## config.mk

```make
export PLATFORM = sky130hd
export DESIGN_NAME = pin_ctl
export DESIGN_NICKNAME = d
export VERILOG_FILES = /design/src/rtl/pin_ctl_pkg.sv /design/src/rtl/int_sense_if.sv /design/src/rtl/int_sense.sv /design/src/rtl/pin_ctl.sv
export VERILOG_INCLUDE_DIRS = /design/src /design/src/rtl
export SDC_FILE = /design/constraint.sdc
export NUM_CORES = 1
export LEC_CHECK = 0
export BUFFER_PORTS_ARGS = -buffer_cell sky130_fd_sc_hd__buf_4
export CAP_MARGIN = 20
export CORE_MARGIN = 10
export CORE_UTILIZATION = 50
export CTS_CLUSTER_DIAMETER = 80
export DETAILED_ROUTE_END_ITERATION = 16
export PLACE_DENSITY = 0.8
export SYNTH_ARGS = -nofsm -noshare
export SYNTH_HDL_FRONTEND = slang
export SYNTH_SLANG_ARGS = --single-unit
```

## constraint.sdc

```tcl
create_clock -name core_clk -period 2.3 [get_ports core_clk]
set_input_delay 0.115 -clock core_clk [delete_from_list [all_inputs] [get_ports core_clk]]
set_output_delay 0.115 -clock core_clk [all_outputs]
set_load 0.02 [all_outputs]
```

## src/rtl/pin_ctl_regs.svh

```systemverilog
// pin_ctl_regs.svh: offsets, field positions, reset values and timing counts
// assumes inclusion by bare name from rtl/ files
`ifndef PIN_CTL_REGS_SVH
`define PIN_CTL_REGS_SVH
// register indices (byte address = index)
`define REG_CTRL        4'h0
`define REG_STATUS      4'h1
`define REG_CCW         4'h2
`define REG_RESET_INFO  4'h3
// control register fields
`define CTRL_BUS_CLK_OFF   0
`define CTRL_BUFCLK_EN     1
`define CTRL_EDGE_SENSE    2
`define CTRL_INT_ACK       3
`define CTRL_STOP          4
// condition code word fields
`define CCW_GEN_MASK       0
`define CCW_PWR_MASK       1
// status fields
`define STAT_MASK_PEND     0
`define STAT_NMI_PEND      1
`define STAT_SINGLE_CHIP   2
// reset info fields
`define RINFO_EXTERNAL     0
`define RINFO_VALID        1
// reset values
`define CTRL_RESET         8'h00
`define CCW_RESET          8'h03
// timing: oscillator divide and classification threshold in bus_clk cycles
`define OSC_DIV            4
`define RESET_CLASS_CYC    2
`define OSC_CNT_W          2
`endif

```

## src/rtl/pin_ctl_pkg.sv

```systemverilog
// pin_ctl_pkg.sv: shared types of the pin control block
// assumes nothing beyond the header of constants
package pin_ctl_pkg;
    typedef enum logic [1:0] {
        RST_IDLE  = 2'b00,
        RST_HOLD  = 2'b01,
        RST_COUNT = 2'b10
    } reset_state_type;
endpackage

```

## src/rtl/int_sense_if.sv

```systemverilog
// int_sense_if.sv: carries interrupt sensing controls and results
// assumes one clock domain shared by both ends
`timescale 1ns/100ps
`default_nettype none
interface int_sense_if;
    logic edge_mode;
    logic ack;
    logic gen_mask;
    logic pwr_mask;
    logic req_pend;
    logic nmi_pend;
    modport ctl (output edge_mode, output ack, output gen_mask, output pwr_mask,
                 input req_pend, input nmi_pend);
    modport sense (input edge_mode, input ack, input gen_mask, input pwr_mask,
                   output req_pend, output nmi_pend);
endinterface
`default_nettype wire

```

## src/rtl/int_sense.sv

```systemverilog
// int_sense.sv: synchronises and senses the two interrupt request pins
// assumes pins are asynchronous and active low, clock is core_clk
`timescale 1ns/100ps
`default_nettype none
module int_sense (
    input  wire logic     core_clk,
    input  wire logic     rst_sync_n,
    input  wire logic     maskable_int_req_n,
    input  wire logic     nonmaskable_int_req_n,
    int_sense_if.sense    bus
);
    logic [1:0] sync1_q, sync2_q, prev_q;
    logic       latch_q, latch_d;
    logic       req_pend_q, req_pend_d, nmi_pend_q, nmi_pend_d;
    logic       fall;

    // two-stage synchronisers, first stage read by the second and by a_sync_delay
    always_ff @(posedge core_clk or negedge rst_sync_n) begin
        if (!rst_sync_n) begin
            sync1_q <= 2'h3;
            sync2_q <= 2'h3;
            prev_q  <= 2'h3;
        end else begin
            sync1_q <= {nonmaskable_int_req_n, maskable_int_req_n};
            sync2_q <= sync1_q;
            prev_q  <= sync2_q;
        end
    end

    assign fall = prev_q[0] && !sync2_q[0];

    // edge latch held until acknowledged; set wins over ack
    always_comb begin
        latch_d = latch_q;
        if (bus.ack) begin
            latch_d = 1'b0;
        end
        if (fall) begin
            latch_d = 1'b1;
        end
        req_pend_d = (bus.edge_mode ? latch_q : !sync2_q[0]) && !bus.gen_mask;
        nmi_pend_d = !sync2_q[1] && !bus.pwr_mask;
    end

    always_ff @(posedge core_clk or negedge rst_sync_n) begin
        if (!rst_sync_n) begin
            latch_q    <= 1'b0;
            req_pend_q <= 1'b0;
            nmi_pend_q <= 1'b0;
        end else begin
            latch_q    <= latch_d;
            req_pend_q <= req_pend_d;
            nmi_pend_q <= nmi_pend_d;
        end
    end

    assign bus.req_pend = req_pend_q;
    assign bus.nmi_pend = nmi_pend_q;

    property p_mask_blocks;
        @(posedge core_clk) disable iff (!rst_sync_n)
        bus.gen_mask |=> !req_pend_q;
    endproperty
    a_mask_blocks: assert property (p_mask_blocks) else $error("masked request pending");

    property p_level_req;
        @(posedge core_clk) disable iff (!rst_sync_n)
        (!bus.edge_mode && !bus.gen_mask && !sync2_q[0]) |=> req_pend_q;
    endproperty
    a_level_req: assert property (p_level_req) else $error("level request missed");

    property p_nmi_level;
        @(posedge core_clk) disable iff (!rst_sync_n)
        (!bus.pwr_mask && !sync2_q[1]) |=> nmi_pend_q;
    endproperty
    a_nmi_level: assert property (p_nmi_level) else $error("nmi level missed");

    property p_sync_delay;
        @(posedge core_clk) disable iff (!rst_sync_n)
        (!bus.edge_mode && !bus.gen_mask && sync2_q[0] && !sync1_q[0]) |=> !req_pend_q;
    endproperty
    a_sync_delay: assert property (p_sync_delay) else $error("sync chain skipped");
endmodule // int_sense
`default_nettype wire

```

## src/rtl/pin_ctl.sv

```systemverilog
// pin_ctl.sv: reset pin, bus clock, buffered clock and interrupt pin logic
// assumes osc_clk_in is sampled as an asynchronous pin, core_clk at 100 MHz
`timescale 1ns/100ps
`default_nettype none
`include "pin_ctl_regs.svh"
module pin_ctl
    import pin_ctl_pkg::*;
(
    input  wire logic       core_clk,
    input  wire logic       rst_n,
    input  wire logic       reset_pin_in,
    output logic            reset_pin_out,
    output logic            reset_pin_oe,
    input  wire logic       monitor_fail,
    input  wire logic       watchdog_timer_fail,
    input  wire logic       osc_clk_in,
    input  wire logic       single_chip_mode,
    output logic            bus_clk,
    output logic            bus_clk_oe,
    output logic            buffered_clock_out,
    input  wire logic       maskable_int_req_n,
    input  wire logic       nonmaskable_int_req_n,
    output logic            chip_init_n,
    output logic            mask_int_pending,
    output logic            nmi_pending,
    input  wire logic [3:0] reg_addr,
    input  wire logic [7:0] reg_wdata,
    input  wire logic       reg_wr,
    input  wire logic       reg_rd,
    output logic [7:0]      reg_rdata
);
    logic [1:0] rst_sync_q;
    logic       rst_sync_n;
    logic [1:0] pin_sync_q, mode_sync_q;
    logic [2:0] osc_sync_q;
    logic       pin_lo, osc_rise, single_chip;
    logic [`OSC_CNT_W-1:0] osc_cnt_q, osc_cnt_d;
    logic       bus_clk_q, bus_clk_d, bus_clk_oe_q, bus_clk_oe_d;
    logic       bufclk_q, bufclk_d, bus_tick;
    logic [7:0] ctrl_q, ctrl_d, ccw_q, ccw_d, rdata_q, rdata_d;
    logic       pwr_cleared_q, pwr_cleared_d;
    reset_state_type rst_state_q, rst_state_d;
    logic [2:0] rst_cnt_q, rst_cnt_d;
    logic       ext_q, ext_d, rinfo_valid_q, rinfo_valid_d;
    logic       drive_q, drive_d, init_n_q, init_n_d;
    logic       req_q, nmi_q;
    int_sense_if isif ();

    // reset release through two flip-flops
    always_ff @(posedge core_clk or negedge rst_n) begin
        if (!rst_n) begin
            rst_sync_q <= 2'h0;
        end else begin
            rst_sync_q <= {rst_sync_q[0], 1'b1};
        end
    end
    assign rst_sync_n = rst_sync_q[1];

    // pin synchronisers; stage zero feeds only stage one
    always_ff @(posedge core_clk or negedge rst_sync_n) begin
        if (!rst_sync_n) begin
            pin_sync_q  <= 2'h3;
            mode_sync_q <= 2'h0;
            osc_sync_q  <= 3'h0;
        end else begin
            pin_sync_q  <= {pin_sync_q[0], reset_pin_in};
            mode_sync_q <= {mode_sync_q[0], single_chip_mode};
            osc_sync_q  <= {osc_sync_q[1:0], osc_clk_in};
        end
    end
    assign pin_lo      = !pin_sync_q[1];
    assign single_chip = mode_sync_q[1];
    assign osc_rise = osc_sync_q[1] && !osc_sync_q[2];
    assign bus_tick = osc_rise && (osc_cnt_q == `OSC_CNT_W'(`OSC_DIV - 1));

    // oscillator divide by four: two periods low (address), two high (data)
    always_comb begin
        osc_cnt_d    = osc_cnt_q;
        bus_clk_d    = bus_clk_q;
        bufclk_d     = bufclk_q;
        bus_clk_oe_d = !(ctrl_q[`CTRL_BUS_CLK_OFF] && single_chip);
        if (osc_rise && !ctrl_q[`CTRL_STOP]) begin
            osc_cnt_d = osc_cnt_q + `OSC_CNT_W'(1);
            bus_clk_d = osc_cnt_d[`OSC_CNT_W-1];
            bufclk_d  = !bufclk_q;
        end
        if (ctrl_q[`CTRL_STOP]) begin
            bus_clk_d = 1'b0;
            bufclk_d  = 1'b0;
        end
        if (!ctrl_q[`CTRL_BUFCLK_EN]) begin
            bufclk_d = 1'b0;
        end
    end

    always_ff @(posedge core_clk or negedge rst_sync_n) begin
        if (!rst_sync_n) begin
            osc_cnt_q    <= '0;
            bus_clk_q    <= 1'b0;
            bufclk_q     <= 1'b0;
            bus_clk_oe_q <= 1'b1;
        end else begin
            osc_cnt_q    <= osc_cnt_d;
            bus_clk_q    <= bus_clk_d;
            bufclk_q     <= bufclk_d;
            bus_clk_oe_q <= bus_clk_oe_d;
        end
    end

    // reset pin: failure drive, chip init and internal/external classification
    always_comb begin
        rst_state_d   = rst_state_q;
        rst_cnt_d     = rst_cnt_q;
        ext_d         = ext_q;
        rinfo_valid_d = rinfo_valid_q;
        drive_d       = drive_q;
        init_n_d      = init_n_q;
        case (rst_state_q)
            RST_IDLE: begin
                init_n_d = 1'b1;
                if (monitor_fail || watchdog_timer_fail) begin
                    drive_d     = 1'b1;
                    init_n_d    = 1'b0;
                    rst_cnt_d   = '0;
                    rst_state_d = RST_HOLD;
                end else if (pin_lo) begin
                    init_n_d    = 1'b0;
                    rst_cnt_d   = '0;
                    rst_state_d = RST_COUNT;
                end
            end
            RST_HOLD: begin
                // keep driving until the pin is seen low at a bus tick
                if (bus_tick && pin_lo) begin
                    drive_d     = 1'b0;
                    rst_state_d = RST_COUNT;
                end
            end
            RST_COUNT: begin
                init_n_d = 1'b0;
                if (bus_tick && rst_cnt_q != 3'h7) begin
                    rst_cnt_d = rst_cnt_q + 3'h1;
                end
                if (!pin_lo) begin
                    ext_d         = (rst_cnt_q >= 3'(`RESET_CLASS_CYC));
                    rinfo_valid_d = 1'b1;
                    init_n_d      = 1'b1;
                    rst_state_d   = RST_IDLE;
                end
            end
            default: begin
                rst_state_d = RST_IDLE;
            end
        endcase
    end

    always_ff @(posedge core_clk or negedge rst_sync_n) begin
        if (!rst_sync_n) begin
            rst_state_q   <= RST_IDLE;
            rst_cnt_q     <= '0;
            ext_q         <= 1'b0;
            rinfo_valid_q <= 1'b0;
            drive_q       <= 1'b0;
            init_n_q      <= 1'b0;
        end else begin
            rst_state_q   <= rst_state_d;
            rst_cnt_q     <= rst_cnt_d;
            ext_q         <= ext_d;
            rinfo_valid_q <= rinfo_valid_d;
            drive_q       <= drive_d;
            init_n_q      <= init_n_d;
        end
    end

    // register writes and reads; unmapped reads return zero
    always_comb begin
        ctrl_d        = ctrl_q;
        ccw_d         = ccw_q;
        pwr_cleared_d = pwr_cleared_q;
        rdata_d       = 8'h00;
        ctrl_d[`CTRL_INT_ACK] = 1'b0;
        if (!init_n_q) begin
            ctrl_d        = `CTRL_RESET;
            ccw_d         = `CCW_RESET;
            pwr_cleared_d = 1'b0;
        end else if (reg_wr) begin
            case (reg_addr)
                `REG_CTRL: ctrl_d = reg_wdata;
                `REG_CCW: begin
                    ccw_d[`CCW_GEN_MASK] = reg_wdata[`CCW_GEN_MASK];
                    ccw_d[`CCW_PWR_MASK] = reg_wdata[`CCW_PWR_MASK] && !pwr_cleared_q;
                    if (!reg_wdata[`CCW_PWR_MASK]) begin
                        pwr_cleared_d = 1'b1;
                    end
                end
                default: ;
            endcase
        end
        if (reg_rd) begin
            case (reg_addr)
                `REG_CTRL:   rdata_d = ctrl_q;
                `REG_STATUS: rdata_d = {5'h00, single_chip, nmi_q, req_q};
                `REG_CCW:    rdata_d = ccw_q;
                `REG_RESET_INFO: rdata_d = {6'h00, rinfo_valid_q, ext_q};
                default:     rdata_d = 8'h00;
            endcase
        end
    end

    always_ff @(posedge core_clk or negedge rst_sync_n) begin
        if (!rst_sync_n) begin
            ctrl_q        <= `CTRL_RESET;
            ccw_q         <= `CCW_RESET;
            pwr_cleared_q <= 1'b0;
            rdata_q       <= 8'h00;
        end else begin
            ctrl_q        <= ctrl_d;
            ccw_q         <= ccw_d;
            pwr_cleared_q <= pwr_cleared_d;
            rdata_q       <= rdata_d;
        end
    end

    // interrupt sensing block
    assign isif.edge_mode = ctrl_q[`CTRL_EDGE_SENSE];
    assign isif.ack       = ctrl_q[`CTRL_INT_ACK];
    assign isif.gen_mask  = ccw_q[`CCW_GEN_MASK];
    assign isif.pwr_mask  = ccw_q[`CCW_PWR_MASK];
    assign req_q          = isif.req_pend;
    assign nmi_q          = isif.nmi_pend;

    int_sense u_int_sense (
        .core_clk              (core_clk),
        .rst_sync_n            (rst_sync_n),
        .maskable_int_req_n    (maskable_int_req_n),
        .nonmaskable_int_req_n (nonmaskable_int_req_n),
        .bus                   (isif)
    );

    assign reset_pin_out      = 1'b0;
    assign reset_pin_oe       = drive_q;
    assign bus_clk            = bus_clk_q;
    assign bus_clk_oe         = bus_clk_oe_q;
    assign buffered_clock_out = bufclk_q;
    assign chip_init_n        = init_n_q;
    assign mask_int_pending   = req_q;
    assign nmi_pending        = nmi_q;
    assign reg_rdata          = rdata_q;

    property p_fail_drive;
        @(posedge core_clk) disable iff (!rst_sync_n)
        (rst_state_q == RST_IDLE && (monitor_fail || watchdog_timer_fail)) |=> reset_pin_oe;
    endproperty
    a_fail_drive: assert property (p_fail_drive) else $error("failure not driven");

    property p_pin_init;
        @(posedge core_clk) disable iff (!rst_sync_n)
        (rst_state_q == RST_IDLE && pin_lo) |=> !chip_init_n;
    endproperty
    a_pin_init: assert property (p_pin_init) else $error("pin reset ignored");

    property p_pwr_sticky;
        @(posedge core_clk) disable iff (!rst_sync_n)
        (pwr_cleared_q && init_n_q) |-> !ccw_q[`CCW_PWR_MASK];
    endproperty
    a_pwr_sticky: assert property (p_pwr_sticky) else $error("power mask set again");

    property p_stop_halt;
        @(posedge core_clk) disable iff (!rst_sync_n)
        ctrl_q[`CTRL_STOP] |=> (!bus_clk && !buffered_clock_out);
    endproperty
    a_stop_halt: assert property (p_stop_halt) else $error("clock runs in stop");

    property p_oe_mode;
        @(posedge core_clk) disable iff (!rst_sync_n)
        !single_chip |=> bus_clk_oe;
    endproperty
    a_oe_mode: assert property (p_oe_mode) else $error("bus clock off outside single chip");

    property p_bufclk_en;
        @(posedge core_clk) disable iff (!rst_sync_n)
        !ctrl_q[`CTRL_BUFCLK_EN] |=> !buffered_clock_out;
    endproperty
    a_bufclk_en: assert property (p_bufclk_en) else $error("buffered clock not gated");
endmodule // pin_ctl
`default_nettype wire

```

==> out/metrics.csv <==
stage,metric,value,unit
status,status,finished clean,
global_routing,grt_max_degree,49,
synth,synth-simple-area-share,14.18,%
route,drtAntennaViolNets,0,
route,viasPerCell,5.351,
synth,yosysMostFrequentCell,dfrtp_1,
synth,ys_seq_area_share,65.08,%
setup_path,end_kind,register,
cells_and_area,fill_cells,272,
synth,synthFlopType,dfrtp_1,
synth,synth_top_family_by_area,simple AND/OR/NAND/NOR gates,
floorplanning,start_util,52.26,%
synth,synth.area.top_cells,"dfrtp_1 (52%), dfstp_2 (14%), a22o_1 (3.6%)",
setup_path,slowest_delay,0.43,ns
synth,syn-mean-instance-area,13.30,um2
route,drc,0,
setup_path,crit_path_frequent_cell,ha_1,
timing,tns,0,ns
synth,synth_compound_area_share,10.05,%
setup_path,cp-start-kind,register,
clock_network,cts_buffers,5,
synth,netlist_instances,146,
synth,synth_commonest_cells,"dfrtp_1 (40), dfstp_2 (10), nor2_1 (10)",
synth,ys_types,39,
setup_path,reg2reg_depth,5,
cells_and_area,fin_util,66.43,%
synth,ys_ff_latch,50,
timing,min_period,1.529,ns
cells_and_area,area_growth_syn_to_layout,27.13,%
setup_path,cp_num_cells,5,
global_routing,grt_usage,12.22,%
placement,port_buffers,37,
synth,synth.area.mux_share,4.317,%
cells_and_area,layout.nets,220,
route,wire_per_inst,16.23,um
clock_network,root_buffer,clkbuf_8,
timing,finalHoldViolCount,0,
clock_network,cts_tree,done,
clock_network,cts_setup_buffers,0,
timing,finClkSkew,0.01192,ns
setup_path,worstPathCellList,ha_1 > ha_1 > and4bb_1 > nand4_1 > o211ai_1,
clock_network,insertion_delay,0.30,ns
timing,rsz0062_at_grt,no,
synth,yosys_warnings,0,
setup_path,crit_type,register to register,
hold_path,hp-class,primary input to register,
cells_and_area,drive_gt1_share,30.93,%
synth,synth_nets,173,
setup_path,reg2reg_slack,0.77,ns
hold_path,hold_depth,2,
floorplanning,die_area,6777,um2
setup_path,worstPathArrival,1.74,ns
setup_path,path_buf_inv,0,
global_routing,overflow,0,
floorplanning,die_x,82.32,um
floorplanning,core,3716,um2
timing,slew_violations,0,
synth,synth_fa_ha_area_share,2.577,%
placement,gp_congestion,0.8189,
route,drtIter0Drc,66,
route,totalWireLength,3927,um
synth,synth_top_cell_by_area,dfrtp_1,
global_routing,grt_pass1_vias,1421,
timing,fmax,654.0,MHz
timing,finalCritPeriodShare,66.48,%
synth,ys_async_sr_fraction,100.0,%
clock_network,clockBufferDepth,2,
setup_path,required,2.51,ns
cells_and_area,antennaDiodeCount,0,
placement,dp_hpwl,3001,um
global_routing,grt_antenna_before_repair,0,
synth,synth_area,1942,um2
power,power_density,878.5,nW/um2
synth,synth_top_area_share,51.55,%
power,ir_worst_vdd,0.5952,mV
timing,finalSetupViolCount,0,
power,p_leak,1.222,nW
route,first_pass_iters,4,
floorplanning,fp-row-count,22,
clock_network,cts_sinks,50,
setup_path,path_delay_family,simple AND/OR/NAND/NOR gates,
timing,slew_headroom,61.90,%
timing,worstMarginPinSlew,0.5714,ns
floorplanning,pin_count,39,
job,maxCapViolCount,0,
route,vias,1295,
synth,synth_edf_count,0,
synth,synthXorXnorAreaFrac,0.9021,%
clock_network,clk_pin_slew,0.09,ns
setup_path,cp_max_fo,6,
global_routing,grt_pass1_wl,6465,um
setup_path,cp_slowest_cell,dfrtp_1,
clock_network,htree_levels,2,
floorplanning,die_h,82.32,um
## per-stage QoR
| step | setup WS [ns] | cells | total power [W] | area [um2] | hold slack, ns |
|---|---|---|---|---|---|
| after floorplan | 0.8227 | 146 | 0.001293 | 1942 | -0.1806 |
| after global placement | 0.9007 | 228 | 0.001420 | 2266 | -0.1030 |
| after detailed placement | 0.8081 | 228 | 0.001453 | 2266 | -0.09796 |
| after CTS | 0.7656 | 242 | 0.002197 | 2469 | 0.02894 |
| after global routing | 0.6677 | 242 | 0.002288 | 2469 | 0.02508 |
| final | 0.7709 | 242 | 0.002169 | 2469 | 0.03429 |
## layout by cell type (no fill, tap or decap), drive strengths merged, types with 6 or more instances in the layout
cell         count
dfrtp           40
o21ai            6
nor2            10
and3             8
nand2            8
dlygate4sd3      6
inv              7
dfstp           10
a22o             8
clkbuf           6
buf             38
## worst paths after layout
kind,from,end
worst min-delay path,reg_wdata[4],ctrl_q[4]
worst max register to register,rst_cnt_q[0],rst_cnt_q[0]
min in group asynchronous,rst_n,rst_sync_q[1]
worst max-delay path,rst_cnt_q[0],rst_cnt_q[0]
max in group asynchronous,rst_sync_q[1],u_int_sense.prev_q[0]
worst min register to register,rst_sync_q[1],rinfo_valid_q
## cell type report
| type | count | area [um2] | area share [%] |
|---|---|---|---|
| Sequential cell | 50 | 1265 | 51.24 |
| Multi-Input combinational cell | 85 | 629.4 | 25.49 |
| Timing Repair Buffer | 44 | 345.3 | 13.99 |
| Clock buffer | 6 | 82.58 | 3.345 |
| Clock inverter | 2 | 60.06 | 2.433 |
| Tap cell | 48 | 60.06 | 2.433 |
| Inverter | 7 | 26.28 | 1.064 |
## power breakdown
| part | switching [W] | leakage (nW) | internal (W) |
|---|---|---|---|
| clock | 0.000267 | 0.0714 | 0.000463 |
| sequential | 0.0000994 | 0.621 | 0.000985 |
| combinational | 0.000187 | 0.530 | 0.000166 |
| total | 0.000554 | 1.22 | 0.00161 |
## metal layers
layer	share of wire (%)	vias up	GRT usage, %
li1	-	613	-
met1	42	641	13.15
met2	50	35	21.93
met3	7.6	6	4.752
met4	1.0	0	3.061
met5	0	-	0
## sequential cells by signal, indices dropped and copies added, names as in the netlist, 3 cells and up
signal / flops
ctrl_q: 8
osc_sync_q: 3
reg_rdata: 8
rst_cnt_q: 3
## logic make-up after synthesis
group / count (synthesis)
compound gates: 27
mux: 5
simple gates: 45
fa+ha+maj: 4
xor+xnor: 2
flops: 50
buf+inv: 11
other cells: 2
## repair_timing
action / CTS / global route
gates resized for setup: 0 / 0
hold endpoints to repair: 7 / 0
hold buffers: 6 / 0
Note: power is estimated with default switching activity, not from simulation.
